## config.mk

```make
export PLATFORM = sky130hd
export DESIGN_NAME = pfs_pin_select
export DESIGN_NICKNAME = d
export VERILOG_FILES = /design/src/pfs_pkg.sv /design/src/pfs_pin_select.sv
export SDC_FILE = /design/constraint.sdc
export NUM_CORES = 1
export LEC_CHECK = 0
export ABC_CLOCK_PERIOD_IN_PS = 9400
export BUFFER_PORTS_ARGS = -buffer_cell sky130_fd_sc_hd__buf_2
export CAP_MARGIN = 20
export CORE_ASPECT_RATIO = 1.5
export CORE_MARGIN = 8
export CORE_UTILIZATION = 35
export DETAILED_ROUTE_END_ITERATION = 6
export PLACE_DENSITY = 0.68
export SLEW_MARGIN = 20
export SYNTH_ARGS = -nofsm -noshare
export SYNTH_HDL_FRONTEND = slang
export SYNTH_SLANG_ARGS = --single-unit
```

## constraint.sdc

```tcl
create_clock -name CLK -period 9.4 [get_ports CLK]
set_input_delay 1.88 -clock CLK [delete_from_list [all_inputs] [get_ports CLK]]
set_output_delay 1.88 -clock CLK [all_outputs]
set_load 0.02 [all_outputs]
```

## src/pfs_pkg.sv

```systemverilog
// Purpose: constants for the general pin function select block
// Assumes: 100 MHz clock, classic Wishbone with 32-bit data
// Notes: operation summary below
// Operation
// - pulse-width and tone outputs exist only on general pins 12, 13 and 17.
// - no more than three pins drive tone or pulse-width at once.
// - plain inputs except pin 19 come up pulled up; pins 14 and 16 stay unpulled until REG_DIR is written; pull-up can be turned off per pin.
// - pin 1 comes up as an output driven high.
// - pin 2 comes up as an output driven low.
// - pin 3 comes up as an input with pull-up.
// - every reset restores all pin defaults.
// - each pin is input with pull-up, input without pull, or output.
// - a pin on an alternate function never gets the internal pull-up.
// - handshake lines count as asserted at the low level.
// - serial receive and transmit rest high while idle.
// - run-mode strap sampled at reset; low with script starts it, high gives interactive.
// - the block reports ready 1.6 s after power-up or soft reset.
package pfs_pkg;
    localparam int NPINS = 21;
    localparam logic [7:0] REG_CTRL = 8'h00;
    localparam logic [7:0] REG_STATUS = 8'h04;
    localparam logic [7:0] REG_PIN_IN = 8'h08;
    localparam logic [7:0] REG_OUT_LVL = 8'h0C;
    localparam logic [7:0] REG_DIR = 8'h10;
    localparam logic [7:0] REG_PULL = 8'h14;
    localparam logic [7:0] REG_ALT = 8'h18;
    localparam logic [7:0] REG_WAVE = 8'h1C;
    localparam int CTRL_SOFT_RST = 0;
    localparam int CTRL_FACTORY = 1;
    localparam int ST_READY = 0;
    localparam int ST_STRAP = 1;
    localparam int ST_AUTORUN = 2;
    localparam int ST_INTERACTIVE = 3;
    localparam int ST_CTS_ACT = 4;
    localparam int ST_CFG14 = 5;
    localparam int ST_CFG16 = 6;
    localparam int WAVE_EN_LSB = 0;
    localparam int WAVE_TONE_LSB = 3;
    localparam int WAVE_LANES = 3;
    localparam int PIN_TX = 1;
    localparam int PIN_RTS = 2;
    localparam int PIN_RX = 0;
    localparam int PIN_CTS = 3;
    localparam int PIN_CFG_A = 14;
    localparam int PIN_CFG_B = 16;
    localparam int PIN_DL = 19;
    localparam int WAVE_PIN0 = 12;
    localparam int WAVE_PIN1 = 13;
    localparam int WAVE_PIN2 = 17;
    localparam logic [20:0] DIR_RST = 21'h000006;
    localparam logic [20:0] OUT_RST = 21'h000002;
    localparam logic [20:0] PULL_RST = 21'h17FFF9;
    localparam logic [20:0] ALT_RST = 21'h000000;
    localparam logic [5:0] WAVE_RST = 6'h00;
    localparam int CLK_MHZ = 100;
    localparam int RST_MIN_NS = 500;
    localparam int RST_MIN_CYC = (RST_MIN_NS * CLK_MHZ + 999) / 1000;
    localparam int STARTUP_MS = 1600;
    localparam int STARTUP_CYC = STARTUP_MS * CLK_MHZ * 1000;
    localparam int STRAP_WAIT = 3;
endpackage

```

## src/pfs_pin_select.sv

```systemverilog
// Purpose: general pin defaults, direction, pull and alternate function routing
// Assumes: pin levels arrive asynchronously; peripheral signals share CLK
// Notes: registers reached over classic Wishbone, one wait state per access
`timescale 1ns/100ps
module pfs_pin_select
    import pfs_pkg::*;
#(
    parameter int STARTUP_CYCLES = STARTUP_CYC
)
(
    input wire logic CLK, // system clock
    input wire logic SYS_RST, // async reset, active high
    input wire logic WB_CYC_I, // bus cycle
    input wire logic WB_STB_I, // strobe
    input wire logic WB_WE_I, // write enable
    input wire logic [7:0] WB_ADR_I, // byte address
    input wire logic [3:0] WB_SEL_I, // byte lanes
    input wire logic [31:0] WB_DAT_I, // write data
    output logic [31:0] WB_DAT_O, // read data
    output logic WB_ACK_O, // acknowledge
    input wire logic [20:0] PIN_IN, // pin levels
    output logic [20:0] PIN_OUT, // pin drive levels
    output logic [20:0] PIN_OE, // pin drive enables
    output logic [20:0] PIN_PU, // internal pull-up enables
    input wire logic RUN_MODE_STRAP_N, // run-mode strap pin
    input wire logic MODULE_RST_PIN_LOW, // module reset pin, active low
    input wire logic SCRIPT_PRESENT, // stored startup script exists
    input wire logic UART_TXD, // serial transmit from uart
    input wire logic UART_RTS_ACT, // uart wants rts asserted
    input wire logic PWM_IN, // pulse-width source
    input wire logic TONE_IN, // tone source
    input wire logic [20:0] ALT_OUT, // other alternate drive levels
    input wire logic [20:0] ALT_OE, // other alternate drive enables
    output logic UART_RXD, // serial receive to uart
    output logic UART_CTS_ACT, // cts asserted
    output logic READY, // ready for commands
    output logic AUTORUN_GO, // start stored script
    output logic INTERACTIVE // interactive mode
);
    logic [20:0] pin_s1, pin_s2;
    logic strap_s1, strap_s2, rstp_s1, rstp_s2;
    logic [20:0] lvl, dir, pull, alt, next_lvl, next_dir, next_pull, next_alt;
    logic [5:0] wave, next_wave;
    logic cfg14, cfg16, next_cfg14, next_cfg16;
    logic [31:0] rdata;
    logic next_ack, bus_wr;
    logic [31:0] wmask;
    logic [7:0] rst_cnt, next_rst_cnt;
    logic pin_rst, soft_rst;
    logic [31:0] up_cnt, next_up_cnt;
    logic [1:0] strap_wait, next_strap_wait;
    logic strap_val, next_strap_val, next_autorun, next_inter, next_ready;
    logic [20:0] next_pout, next_poe, next_ppu;
    logic next_rxd, next_cts;

    // asynchronous pins pass two flops before anything reads them
    always_ff @(posedge CLK or posedge SYS_RST)
    begin
        if (SYS_RST)
        begin
            pin_s1 <= 21'h1FFFFF;
            pin_s2 <= 21'h1FFFFF;
            strap_s1 <= 1'b1;
            strap_s2 <= 1'b1;
            rstp_s1 <= 1'b1;
            rstp_s2 <= 1'b1;
        end
        else
        begin
            pin_s1 <= PIN_IN;
            pin_s2 <= pin_s1;
            strap_s1 <= RUN_MODE_STRAP_N;
            strap_s2 <= strap_s1;
            rstp_s1 <= MODULE_RST_PIN_LOW;
            rstp_s2 <= rstp_s1;
        end
    end

    // a shorter low pulse is treated as a glitch, not a reset
    always_comb
    begin
        next_rst_cnt = rst_cnt;
        pin_rst = 1'b0;
        if (rstp_s2)
        begin
            next_rst_cnt = 8'h00;
        end
        else if (rst_cnt < 8'(RST_MIN_CYC))
        begin
            next_rst_cnt = rst_cnt + 8'h01;
            pin_rst = (rst_cnt == 8'(RST_MIN_CYC - 1));
        end
    end

    assign bus_wr = WB_CYC_I && WB_STB_I && WB_WE_I && WB_ACK_O;
    assign soft_rst = pin_rst || (bus_wr && WB_ADR_I == REG_CTRL && WB_SEL_I[0]
                      && (WB_DAT_I[CTRL_SOFT_RST] || WB_DAT_I[CTRL_FACTORY]));

    generate
        for (genvar b = 0; b < 4; b++)
        begin : g_mask
            assign wmask[8*b +: 8] = {8{WB_SEL_I[b]}};
        end
    endgenerate

    // configuration registers; writes land on the acknowledging edge
    always_comb
    begin
        next_lvl = lvl;
        next_dir = dir;
        next_pull = pull;
        next_alt = alt;
        next_wave = wave;
        next_cfg14 = cfg14;
        next_cfg16 = cfg16;
        if (soft_rst)
        begin
            next_lvl = OUT_RST;
            next_dir = DIR_RST;
            next_pull = PULL_RST;
            next_alt = ALT_RST;
            next_wave = WAVE_RST;
            next_cfg14 = 1'b0;
            next_cfg16 = 1'b0;
        end
        else if (bus_wr)
        begin
            if (WB_ADR_I == REG_OUT_LVL)
            begin
                next_lvl = (lvl & ~wmask[20:0]) | (WB_DAT_I[20:0] & wmask[20:0]);
            end
            else if (WB_ADR_I == REG_DIR)
            begin
                next_dir = (dir & ~wmask[20:0]) | (WB_DAT_I[20:0] & wmask[20:0]);
                next_cfg14 = cfg14 || WB_SEL_I[1];
                next_cfg16 = cfg16 || WB_SEL_I[2];
            end
            else if (WB_ADR_I == REG_PULL)
            begin
                next_pull = (pull & ~wmask[20:0]) | (WB_DAT_I[20:0] & wmask[20:0]);
            end
            else if (WB_ADR_I == REG_ALT)
            begin
                next_alt = (alt & ~wmask[20:0]) | (WB_DAT_I[20:0] & wmask[20:0]);
            end
            else if (WB_ADR_I == REG_WAVE && WB_SEL_I[0])
            begin
                // only three lanes exist, so at most three wave pins ever drive
                next_wave = WB_DAT_I[5:0];
            end
        end
    end

    always_ff @(posedge CLK or posedge SYS_RST)
    begin
        if (SYS_RST)
        begin
            lvl <= OUT_RST;
            dir <= DIR_RST;
            pull <= PULL_RST;
            alt <= ALT_RST;
            wave <= WAVE_RST;
            cfg14 <= 1'b0;
            cfg16 <= 1'b0;
            rst_cnt <= 8'h00;
        end
        else
        begin
            lvl <= next_lvl;
            dir <= next_dir;
            pull <= next_pull;
            alt <= next_alt;
            wave <= next_wave;
            cfg14 <= next_cfg14;
            cfg16 <= next_cfg16;
            rst_cnt <= next_rst_cnt;
        end
    end

    // per-pin routing
    generate
        for (genvar i = 0; i < NPINS; i++)
        begin : g_pin
            localparam int LANE = (i == WAVE_PIN0) ? 0 : (i == WAVE_PIN1) ? 1 : (i == WAVE_PIN2) ? 2 : -1;
            localparam bit NEED_CFG = (i == PIN_CFG_A) || (i == PIN_CFG_B);
            logic wave_on, tone_sel, gpio_ok;
            if (LANE >= 0)
            begin : g_w
                assign wave_on = wave[WAVE_EN_LSB + LANE];
                assign tone_sel = wave[WAVE_TONE_LSB + LANE];
            end
            else
            begin : g_nw
                assign wave_on = 1'b0;
                assign tone_sel = 1'b0;
            end
            if (NEED_CFG)
            begin : g_c
                assign gpio_ok = (i == PIN_CFG_A) ? cfg14 : cfg16;
            end
            else
            begin : g_nc
                assign gpio_ok = 1'b1;
            end
            always_comb
            begin
                next_pout[i] = 1'b0;
                next_poe[i] = 1'b0;
                next_ppu[i] = 1'b0;
                if (wave_on)
                begin
                    next_poe[i] = 1'b1;
                    next_pout[i] = tone_sel ? TONE_IN : PWM_IN;
                end
                else if (alt[i])
                begin
                    // alternate functions never get the internal pull-up
                    if (i == PIN_TX)
                    begin
                        next_poe[i] = 1'b1;
                        next_pout[i] = UART_TXD;
                    end
                    else if (i == PIN_RTS)
                    begin
                        next_poe[i] = 1'b1;
                        next_pout[i] = !UART_RTS_ACT;
                    end
                    else if (i != PIN_RX && i != PIN_CTS)
                    begin
                        next_poe[i] = ALT_OE[i];
                        next_pout[i] = ALT_OUT[i];
                    end
                end
                else if (gpio_ok)
                begin
                    next_poe[i] = dir[i];
                    next_pout[i] = lvl[i];
                    next_ppu[i] = pull[i] && !dir[i];
                end
            end
        end
    endgenerate

    // serial receive rests high whenever the pin is not routed to the uart
    assign next_rxd = alt[PIN_RX] ? pin_s2[PIN_RX] : 1'b1;
    assign next_cts = alt[PIN_CTS] && !pin_s2[PIN_CTS];

    // startup timer and strap capture, both restarted by a soft reset
    always_comb
    begin
        next_up_cnt = up_cnt;
        next_strap_wait = strap_wait;
        next_strap_val = strap_val;
        next_ready = READY;
        next_autorun = AUTORUN_GO;
        next_inter = INTERACTIVE;
        if (soft_rst)
        begin
            next_up_cnt = 32'h00000000;
            next_strap_wait = 2'h0;
            next_ready = 1'b0;
            next_autorun = 1'b0;
            next_inter = 1'b0;
        end
        else
        begin
            if (up_cnt < 32'(STARTUP_CYCLES))
            begin
                next_up_cnt = up_cnt + 32'h00000001;
            end
            next_ready = (up_cnt >= 32'(STARTUP_CYCLES));
            // wait until the synchroniser holds a post-reset sample
            if (strap_wait < 2'(STRAP_WAIT))
            begin
                next_strap_wait = strap_wait + 2'h1;
                if (strap_wait == 2'(STRAP_WAIT - 1))
                begin
                    next_strap_val = strap_s2;
                    next_autorun = !strap_s2 && SCRIPT_PRESENT;
                    next_inter = strap_s2;
                end
            end
        end
    end

    // bus read data
    always_comb
    begin
        rdata = 32'h00000000;
        if (WB_ADR_I == REG_STATUS)
        begin
            rdata[ST_READY] = READY;
            rdata[ST_STRAP] = strap_val;
            rdata[ST_AUTORUN] = AUTORUN_GO;
            rdata[ST_INTERACTIVE] = INTERACTIVE;
            rdata[ST_CTS_ACT] = UART_CTS_ACT;
            rdata[ST_CFG14] = cfg14;
            rdata[ST_CFG16] = cfg16;
        end
        else if (WB_ADR_I == REG_PIN_IN)
        begin
            rdata[20:0] = pin_s2;
        end
        else if (WB_ADR_I == REG_OUT_LVL)
        begin
            rdata[20:0] = lvl;
        end
        else if (WB_ADR_I == REG_DIR)
        begin
            rdata[20:0] = dir;
        end
        else if (WB_ADR_I == REG_PULL)
        begin
            rdata[20:0] = pull;
        end
        else if (WB_ADR_I == REG_ALT)
        begin
            rdata[20:0] = alt;
        end
        else if (WB_ADR_I == REG_WAVE)
        begin
            rdata[5:0] = wave;
        end
    end

    assign next_ack = WB_CYC_I && WB_STB_I && !WB_ACK_O;

    always_ff @(posedge CLK or posedge SYS_RST)
    begin
        if (SYS_RST)
        begin
            WB_ACK_O <= 1'b0;
            WB_DAT_O <= 32'h00000000;
            PIN_OUT <= OUT_RST;
            PIN_OE <= DIR_RST;
            PIN_PU <= 21'h000000;
            UART_RXD <= 1'b1;
            UART_CTS_ACT <= 1'b0;
            up_cnt <= 32'h00000000;
            strap_wait <= 2'h0;
            strap_val <= 1'b1;
            READY <= 1'b0;
            AUTORUN_GO <= 1'b0;
            INTERACTIVE <= 1'b0;
        end
        else
        begin
            WB_ACK_O <= next_ack;
            WB_DAT_O <= next_ack ? rdata : 32'h00000000;
            PIN_OUT <= next_pout;
            PIN_OE <= next_poe;
            PIN_PU <= next_ppu;
            UART_RXD <= next_rxd;
            UART_CTS_ACT <= next_cts;
            up_cnt <= next_up_cnt;
            strap_wait <= next_strap_wait;
            strap_val <= next_strap_val;
            READY <= next_ready;
            AUTORUN_GO <= next_autorun;
            INTERACTIVE <= next_inter;
        end
    end
endmodule // pfs_pin_select

```

### After elaboration in Yosys (flattened, before gate mapping)

Cells that the tools add are included.

| operators by class | value |
|---|---|
| add/sub/neg operators | 3 |
| order comparisons | 4 |
| bitwise logic cells | 11 |
| equal/unequal tests | 13 |
| reduce and logical (&&, ||, !) cells | 78 |
| mux-type cells | 140 |

Operators by type and width:

| kind | number |
|---|---|
| $mux W21 | 23 |
| $and A21 B21 Y21 | 5 |
| $mux W1 | 99 |
| $or A21 B21 Y21 | 4 |
| $mux W32 | 2 |
| $mux W6 | 9 |
| $add A32 B1 Y32 const B | 1 |
| $eq A8 B5 Y1 const B | 4 |
| $ge A32 B28 Y1 const B | 1 |
| $lt A32 B28 Y1 const B | 1 |
| $logic_and A1 B1 Y1 | 31 |
| $logic_not A1 Y1 | 25 |
| $not A21 Y21 | 1 |
| $reduce_bool A2 Y1 | 10 |
| $eq A8 B4 Y1 const B | 2 |
| $mux W8 | 2 |
| $mux W15 | 1 |
| $mux W14 | 1 |
| $add A8 B1 Y8 const B | 1 |
| $eq A8 B3 Y1 const B | 1 |
| $eq A8 B6 Y1 const B | 1 |
| $logic_not A8 Y1 | 1 |
| $lt A8 B6 Y1 const B | 1 |
| $ne A2 B2 Y1 const B | 4 |
| other kinds (12) | 18 |

| word-level totals | value |
|---|---|
| register bits | 271 |
| logic and storage cells | 276 |
| output and inout bits | 101 |

### Logic depth before layout (Yosys ltp)

Gate-level depths: netlist of the first run.

| logic depth | value |
|---|---|
| depth after elaboration | 9 |
| gate-level depth with buffers | 9 |

### Worst setup path before layout of the first run

OpenSTA, ideal clock, no wires.

| path | value |
|---|---|
| path kind | input to register |
| from | input WB_ADR_I[1] |
| to | register dir[10] |
| path slack | 5.580 ns |
| arrival time | 3.699 ns |
| data required time | 9.279 ns |
| cell stages on the path | 8 |
| cell sequence | or4_4 > or3_1 > buf_6 > buf_6 > nor4_2 > buf_4 > mux2i_1 > nor2_1 |

| on the way | value |
|---|---|
| cells in the longest elaborated chain, start to end | 7 |
| elaborated cells between the ends (all ways) | 12 |
| those cells by class | 3 x eq/ne; 1 x mux; 8 x reduce/logical |

RTL lines:

| what | line | RTL |
|---|---|---|
| start, declared | pfs_pin_select.sv:16 | `input wire logic [7:0] WB_ADR_I,` |
| $logic_not A8 Y1 | pfs_pin_select.sv:96 | `assign soft_rst = pin_rst \|\| (bus_wr && WB_ADR_I == REG_CTRL && WB_SEL_I[0]` |
| $logic_and A1 B1 Y1 (2 in series) | pfs_pin_select.sv:96 |  |
| $logic_and A1 B1 Y1 | pfs_pin_select.sv:97 | `&& (WB_DAT_I[CTRL_SOFT_RST] \|\| WB_DAT_I[CTRL_FACTORY]));` |
| $logic_or A1 B1 Y1 | pfs_pin_select.sv:96 |  |
| $ne A2 B2 Y1 (no line) or $reduce_bool A2 Y1 (tied branches) | - |  |
| $reduce_and A3 Y1 (no line) | - |  |
| end signal, assigned | pfs_pin_select.sv:170 | `dir <= next_dir;` |
| end, declared | pfs_pin_select.sv:42 | `logic [20:0] lvl, dir, pull, alt, next_lvl, next_dir, next_pull, next_alt;` |

Several ways; a longest one is shown, not always the timed one.
A chain may end at the register's enable or synchronous reset.

### Worst setup path after layout of the first run

| path | value |
|---|---|
| from | input WB_ADR_I[3] |
| to | register lvl[3] |

| on the way | value |
|---|---|
| cells in the longest elaborated chain, start to end | 7 |
| elaborated cells between the ends (all ways) | 10 |
| those cells by class | 1 x eq/ne; 1 x mux; 8 x reduce/logical |

RTL lines:

| what | line | RTL |
|---|---|---|
| $logic_not A8 Y1 | pfs_pin_select.sv:96 |  |
| $logic_and A1 B1 Y1 (2 in series) | pfs_pin_select.sv:96 |  |
| $logic_and A1 B1 Y1 | pfs_pin_select.sv:97 |  |
| $logic_or A1 B1 Y1 | pfs_pin_select.sv:96 |  |
| $reduce_bool A2 Y1 (no line) | - |  |
| $reduce_and A2 Y1 (no line) | - |  |
| end signal, assigned | pfs_pin_select.sv:169 | `lvl <= next_lvl;` |
| end, declared | pfs_pin_select.sv:42 |  |

Several ways; a longest one is shown, not always the timed one.

==> impl_metrics.csv, run 1 <==
group,metric,value,unit
synth,ys_types,59,
pwr,p_leak,6.46,nW
pwr,clockPowerShare,40.8,%
clocking,post_cts_buffers,0,
clocking,h-tree-depth,1,
synth,synthArstFlopShare,100,%
drt,wire_per_inst,20.1,um
synth,synthTopCellsByArea,"dfrtp_1 43%, dfstp_2 16%, mux2i_1 9.6%",
pwr,pwr_density_cell,203,nW/um^2
synth,synthFlopType,"dfrtp_1",
global_route,grt_start_max_net_pins,145,
clocking,ctsResizeCount,0,
sta,slew_headroom,28.9,%
placement,place_worst_setup_slack,4670,ps
placement,routabilityCongestion,0.833,
global_route,antenna_found_initial,5,
floorplanning,start_util,35.4,%
worst_setup_path,critical_path_class,"input port to flop",
clocking,clockBufferDepth,3,
floorplanning,fp.dieH,238,um
drt,drt_pre_antenna_iters,5,
drt,drc,0,
sta,fmax,0.240,GHz
pwr,p_comb_share,11.7,%
clocking,cts_sinks,271,
pwr,p_int,2.05,mW
placement,portBuffers,188,
sta,setup_violations,0,
layout,area_delta_synth_final,20.0,%
pwr,power.share.sequential,47.5,%
synth,syn_area,11500,sq um
synth,synth_edf_count,0,
flow_run,cap_violations,0,
worst_setup_path,worst-endpoint-required,9820,ps
drt,drtAntennaViolNets,0,
global_route,grt_use_total,16.1,%
floorplanning,dieArea,39100,sq um
sta,finalCritPeriodShare,44.3,%
drt,drt_iter0_markers,581,
layout,drive_above_1_share,30.9,%
layout,nets,1290,
synth,syn_inst,987,
clocking,cts_tree,"done",
drt,wirelength,32200,um
synth,yosysTopAreaCell,"dfrtp_1",
sta,period_minus_slack,4160,ps
clocking,path_clk_slew,60,ps
drt,vias,8451,
run_status,status,"finished clean",
floorplanning,core.rowCount,81,
global_route,grt-ovfl-total,0,
drt,routed_via_density,5.27,
synth,synth_seq_cells,271,
pwr,p_switching,0.750,mW
sta,rsz0062_at_grt,"no",
worst_setup_path,startpoint_type,"input port",
layout,mostFrequentLayoutCells,"199 x dfrtp_1, 188 x buf_2, 110 x mux2i_1",
floorplanning,core_area,32500,sq um
sta,worst_slack,5240,ps
sta,finClkSkew,14.2,ps
worst_hold_path,min_path_type,"flop to flop",
global_route,grt_pass1_vias,8773,
floorplanning,die-width,164,um
floorplanning,ioPinCount,220,
worst_setup_path,path_max_fanout,29,
synth,avgSynthCellArea,11.7,sq um
sta,hold_viol,0,
clocking,cts_hold_buf,0,
layout,layout_commonest_cell,"dfrtp_1",
sta,drv_slew,0,
synth,yosysWarnings,0,
synth,yosysTopAreaCellShare,43.2,%
clocking,clock_latency,550,ps
pwr,sw_frac_of_total,26.7,%
sta,worst_pin_slew,1070,ps
worst_setup_path,cp_data_arrival_time,4580,ps
layout,nFillCells,3037,
pwr,ir_drop,127,uV
clocking,cts_made_buffers,27,
global_route,grt_pass1_wl,49700,um
sta,finalSetupTns,0,ps
clocking,cts-root-buf,"clkbuf_16",
worst_setup_path,crit_path_end_kind,"flop",
synth,yosysSeqAreaShare,59.6,%
placement,hpwl,21600,um
==> cell usage after synthesis, drive strengths merged (10+ instances only) <==
cell    instances
or4            15
o21ai          40
o22ai          12
buf            30
mux2i         110
clkbuf         28
nand2          87
nor3b          14
nor3           21
a21oi          47
dfstp          72
o31ai          13
or3            10
dfrtp         199
nor2b          17
a22oi          24
nor2          109
mux2           24
inv            14
==> logic make-up (layout without fill, tap and decap cells) <==
group	Yosys count	count (layout)	share of synthesized area (%)
buf+inv	72	261	3.01
xor+xnor	7	7	0.532
mux	134	134	11.9
fa+ha+maj	6	6	0.652
simple gates	328	328	14.9
compound gates	168	168	9.32
other cells	1	14	0.0325
flops	271	271	59.6
==> power groups by stage <==
stage	clock, mW	sequential (mW)	combinational (mW)
3_5_place_dp	0	1.35	0.330
4_1_cts	1.17	1.33	0.331
6_report	1.14	1.33	0.329
2_1_floorplan	0	1.33	0.232
3_3_place_gp	0	1.35	0.316
5_1_grt	1.22	1.34	0.372
==> metal layers <==
layer	wire, um	part of all wire, %	global-route usage, %	vias up
li1	-	-	-	3821
met1	12400	39	19.1	4238
met2	16100	50	27.2	317
met3	2390	7.4	3.59	71
met4	1260	3.9	7.57	4
met5	27	0.084	0	-
==> state kept, by name, indices dropped and copies added, names as in the netlist, 2 cells and up <==
| name | cells |
|---|---|
| PIN_OUT | 21 |
| pull | 21 |
| pin_s1 | 21 |
| wave | 6 |
| PIN_PU | 21 |
| rst_cnt | 8 |
| alt | 21 |
| strap_wait | 2 |
| WB_DAT_O | 21 |
| up_cnt | 32 |
| pin_s2 | 21 |
| dir | 21 |
| PIN_OE | 21 |
| lvl | 21 |
==> layout make-up <==
type                            instances  area, sq um  area share (%)
Clock buffer                           37          763            5.52
Multi-Input combinational cell        654         4390            31.8
Timing Repair Buffer                  197         1030            7.44
Inverter                               14         60.1           0.435
Clock inverter                         13          181            1.31
Sequential cell                       271         6870            49.7
Antenna cell                            3         7.51          0.0543
Tap cell                              415          519            3.76
==> metrics by stage <==
stage               util, %  instance area [sq um]  std cells  power (mW)  hold slack (ps)
floorplan                 -                  11600        997        1.57              345
global placement       39.5                  12800       1550        1.66              346
detailed placement     39.5                  12800       1550        1.68              347
CTS                    42.4                  13800       1600        2.83              354
global route           42.5                  13800       1602        2.94              355
finish                 42.5                  13800       1604        2.80              354
==> worst max-delay path, cell delays in order <==
cell and delay [ps]:
buf_2 740, nand2_1 310, nor4_4 200, buf_4 320
nor2b_1 530, buf_4 300, mux2i_1 220, nor2_1 50
==> worst paths after layout <==
| kind | slack, ps | startpoint | endpoint | cells after the start |
|---|---|---|---|---|
| min | 350 | strap_s1 | strap_s2 | 0 |
| min reg2reg | 350 | strap_s1 | strap_s2 | 0 |
| max reg2reg | 6320 | rst_cnt[1] | up_cnt[8] | 8 |
| min in group asynchronous | 1530 | SYS_RST | PIN_OE[18] | 2 |
| max | 5240 | WB_ADR_I[3] | lvl[3] | 8 |
| max in group asynchronous | 6350 | SYS_RST | PIN_OUT[5] | 3 |
Note: power is estimated with default switching activity, not from simulation.
==> run 2, diff against run 1 <==
ABC_CLOCK_PERIOD_IN_PS = 3700   (was 9400)
clock period = 3.7 ns   (was 9.4 ns; I/O delays follow)
==> run 2 against run 1 <==
  * Worst setup slack got worse by 4100 ps
  * Global-route usage increased by 0.060 points
  * Clock power increased by 140%
  * Critical path depth decreased by 2
  * Flip-flop and latch count unchanged
  * Die area unchanged
  * Critical path type is now flop to flop
==> impl_metrics.csv, run 2 (synthesized netlist as in run 1, its figures left out) <==
group,metric,value,unit
run_status,status,"finished clean",
pwr,pwr_density_cell,498,nW/um^2
clocking,cts_made_buffers,27,
layout,largest_reg_flops,32,
floorplanning,dieArea,39100,sq um
flow_run,cap_violations,0,
worst_hold_path,min_path_type,"input port to flop",
sta,finalCritPeriodShare,70.6,%
sta,setup_violations,0,
clocking,post_cts_buffers,0,
global_route,grt_start_max_net_pins,78,
clocking,h-tree-depth,1,
worst_setup_path,path_max_fanout,13,
layout,nets,1313,
drt,vias,8372,
worst_setup_path,rrSetupSlack,1090,ps
sta,slew_headroom,34.8,%
pwr,clockPowerShare,39.1,%
global_route,grt_pass1_vias,8811,
clocking,path_clk_slew,60,ps
pwr,power.share.sequential,48.7,%
pwr,p_int,5.07,mW
global_route,grt_use_total,16.2,%
floorplanning,start_util,35.4,%
pwr,ir_drop,262,uV
layout,layout_commonest_cell,"dfrtp_1",
worst_setup_path,critical_path_class,"flop to flop",
clocking,cts_tree,"done",
layout,mostFrequentLayoutCells,"199 x dfrtp_1, 188 x buf_2, 110 x mux2i_1",
clocking,cts_hold_buf,0,
floorplanning,ioPinCount,220,
global_route,grt_pass1_wl,49700,um
clocking,ctsResizeCount,0,
pwr,p_comb_share,12.2,%
clocking,clockBufferDepth,3,
floorplanning,core_area,32500,sq um
global_route,antenna_found_initial,5,
pwr,p_leak,6.55,nW
drt,wirelength,32200,um
worst_setup_path,worst-endpoint-required,4150,ps
clocking,cts-root-buf,"clkbuf_16",
floorplanning,fp.dieH,238,um
layout,post-route-util,42.9,%
worst_setup_path,startpoint_type,"flop",
sta,fmax,0.383,GHz
pwr,sw_frac_of_total,27.1,%
sta,rsz0062_at_grt,"no",
drt,drc,0,
drt,routed_via_density,5.14,
placement,place_area,13100,sq um
worst_setup_path,cp_data_arrival_time,3060,ps
placement,routabilityCongestion,0.858,
drt,wire_per_inst,19.8,um
drt,drt_iter0_markers,626,
layout,regMostFlops,"up_cnt",
clocking,clock_latency,550,ps
sta,hold_viol,0,
layout,area_delta_synth_final,21.2,%
layout,nFillCells,3016,
placement,portBuffers,188,
drt,drtAntennaViolNets,0,
pwr,p_switching,1.89,mW
sta,finalSetupTns,0,ps
drt,drt_pre_antenna_iters,4,
global_route,grt-ovfl-total,0,
sta,period_minus_slack,2610,ps
sta,finClkSkew,19.5,ps
worst_setup_path,crit_path_end_kind,"flop",
layout,drive_above_1_share,32.1,%
clocking,cts_sinks,271,
floorplanning,core.rowCount,81,
layout,fin_area,14000,sq um
floorplanning,die-width,164,um
placement,hpwl,22700,um
sta,drv_slew,0,
sta,worst_pin_slew,977,ps
==> run 2: cell types whose count changed in the layout (fill, tap and decap cells not counted), sizes merged <==
cell,delta
clkbuf,-1
buf,+23
clkinvlp,+1
inv,-2
diode,+2
bufinv,-2
clkinv,+3
==> run 2: layout make-up <==
| cell class | instances | area, sq um | area share [%] |
|---|---|---|---|
| flip-flops and latches | 271 | 6870 | 49.2 |
| multi-input cells | 654 | 4390 | 31.5 |
| repair buffers | 220 | 1230 | 8.82 |
| clock buffers | 36 | 749 | 5.37 |
| well taps | 415 | 519 | 3.72 |
| clock inverters | 13 | 128 | 0.914 |
| inverters | 14 | 56.3 | 0.403 |
| diodes | 5 | 12.5 | 0.0896 |
==> run 2: through the flow <==
| stage | setup slack [ps] | hold WS (ps) | instances | total power [mW] |
|---|---|---|---|---|
| floorplan | -563 | 345 | 997 | 3.98 |
| global placement | 659 | 346 | 1574 | 4.24 |
| detailed placement | 654 | 347 | 1574 | 4.29 |
| CTS | 1100 | 266 | 1623 | 7.04 |
| global route | 992 | 271 | 1625 | 7.27 |
| finish | 1090 | 289 | 1628 | 6.96 |
==> run 2: worst paths after layout <==
check                           startpoint    endpoint  cells past startpoint
worst max register to register  up_cnt[28]  up_cnt[19]                      6
worst min-delay path             PIN_IN[2]   pin_s1[2]                      1
min in group asynchronous          SYS_RST  PIN_OUT[0]                      2
max in group asynchronous          SYS_RST  pin_s2[16]                      3
worst min register to register    strap_s1    strap_s2                      0
worst max-delay path            up_cnt[28]  up_cnt[19]                      6
==> run 2: layer usage <==
metal / global-route usage [%] / part of all wire [%]
met1: 18.6 / 39
met2: 28.1 / 51
met3: 3.19 / 6.5
met4: 8.04 / 3.7
met5: 0 / 0.078
==> run 2: critical path: stages (launching register included) <==
cell,delay (ps)
dfrtp_1,380
or4_1,570
nor4_1,300
a21oi_1,300
buf_4,280
or4_1,520
a21oi_1,170
==> run 2: power by group through the flow <==
stage                     registers (mW)  clock network, mW  logic, mW
final                               3.39               2.72      0.849
after global routing                3.41               2.91      0.951
after CTS                           3.38               2.80      0.861
after detailed placement            3.43                  0      0.855
after global placement              3.42                  0      0.819
after floorplan                     3.39                  0      0.591
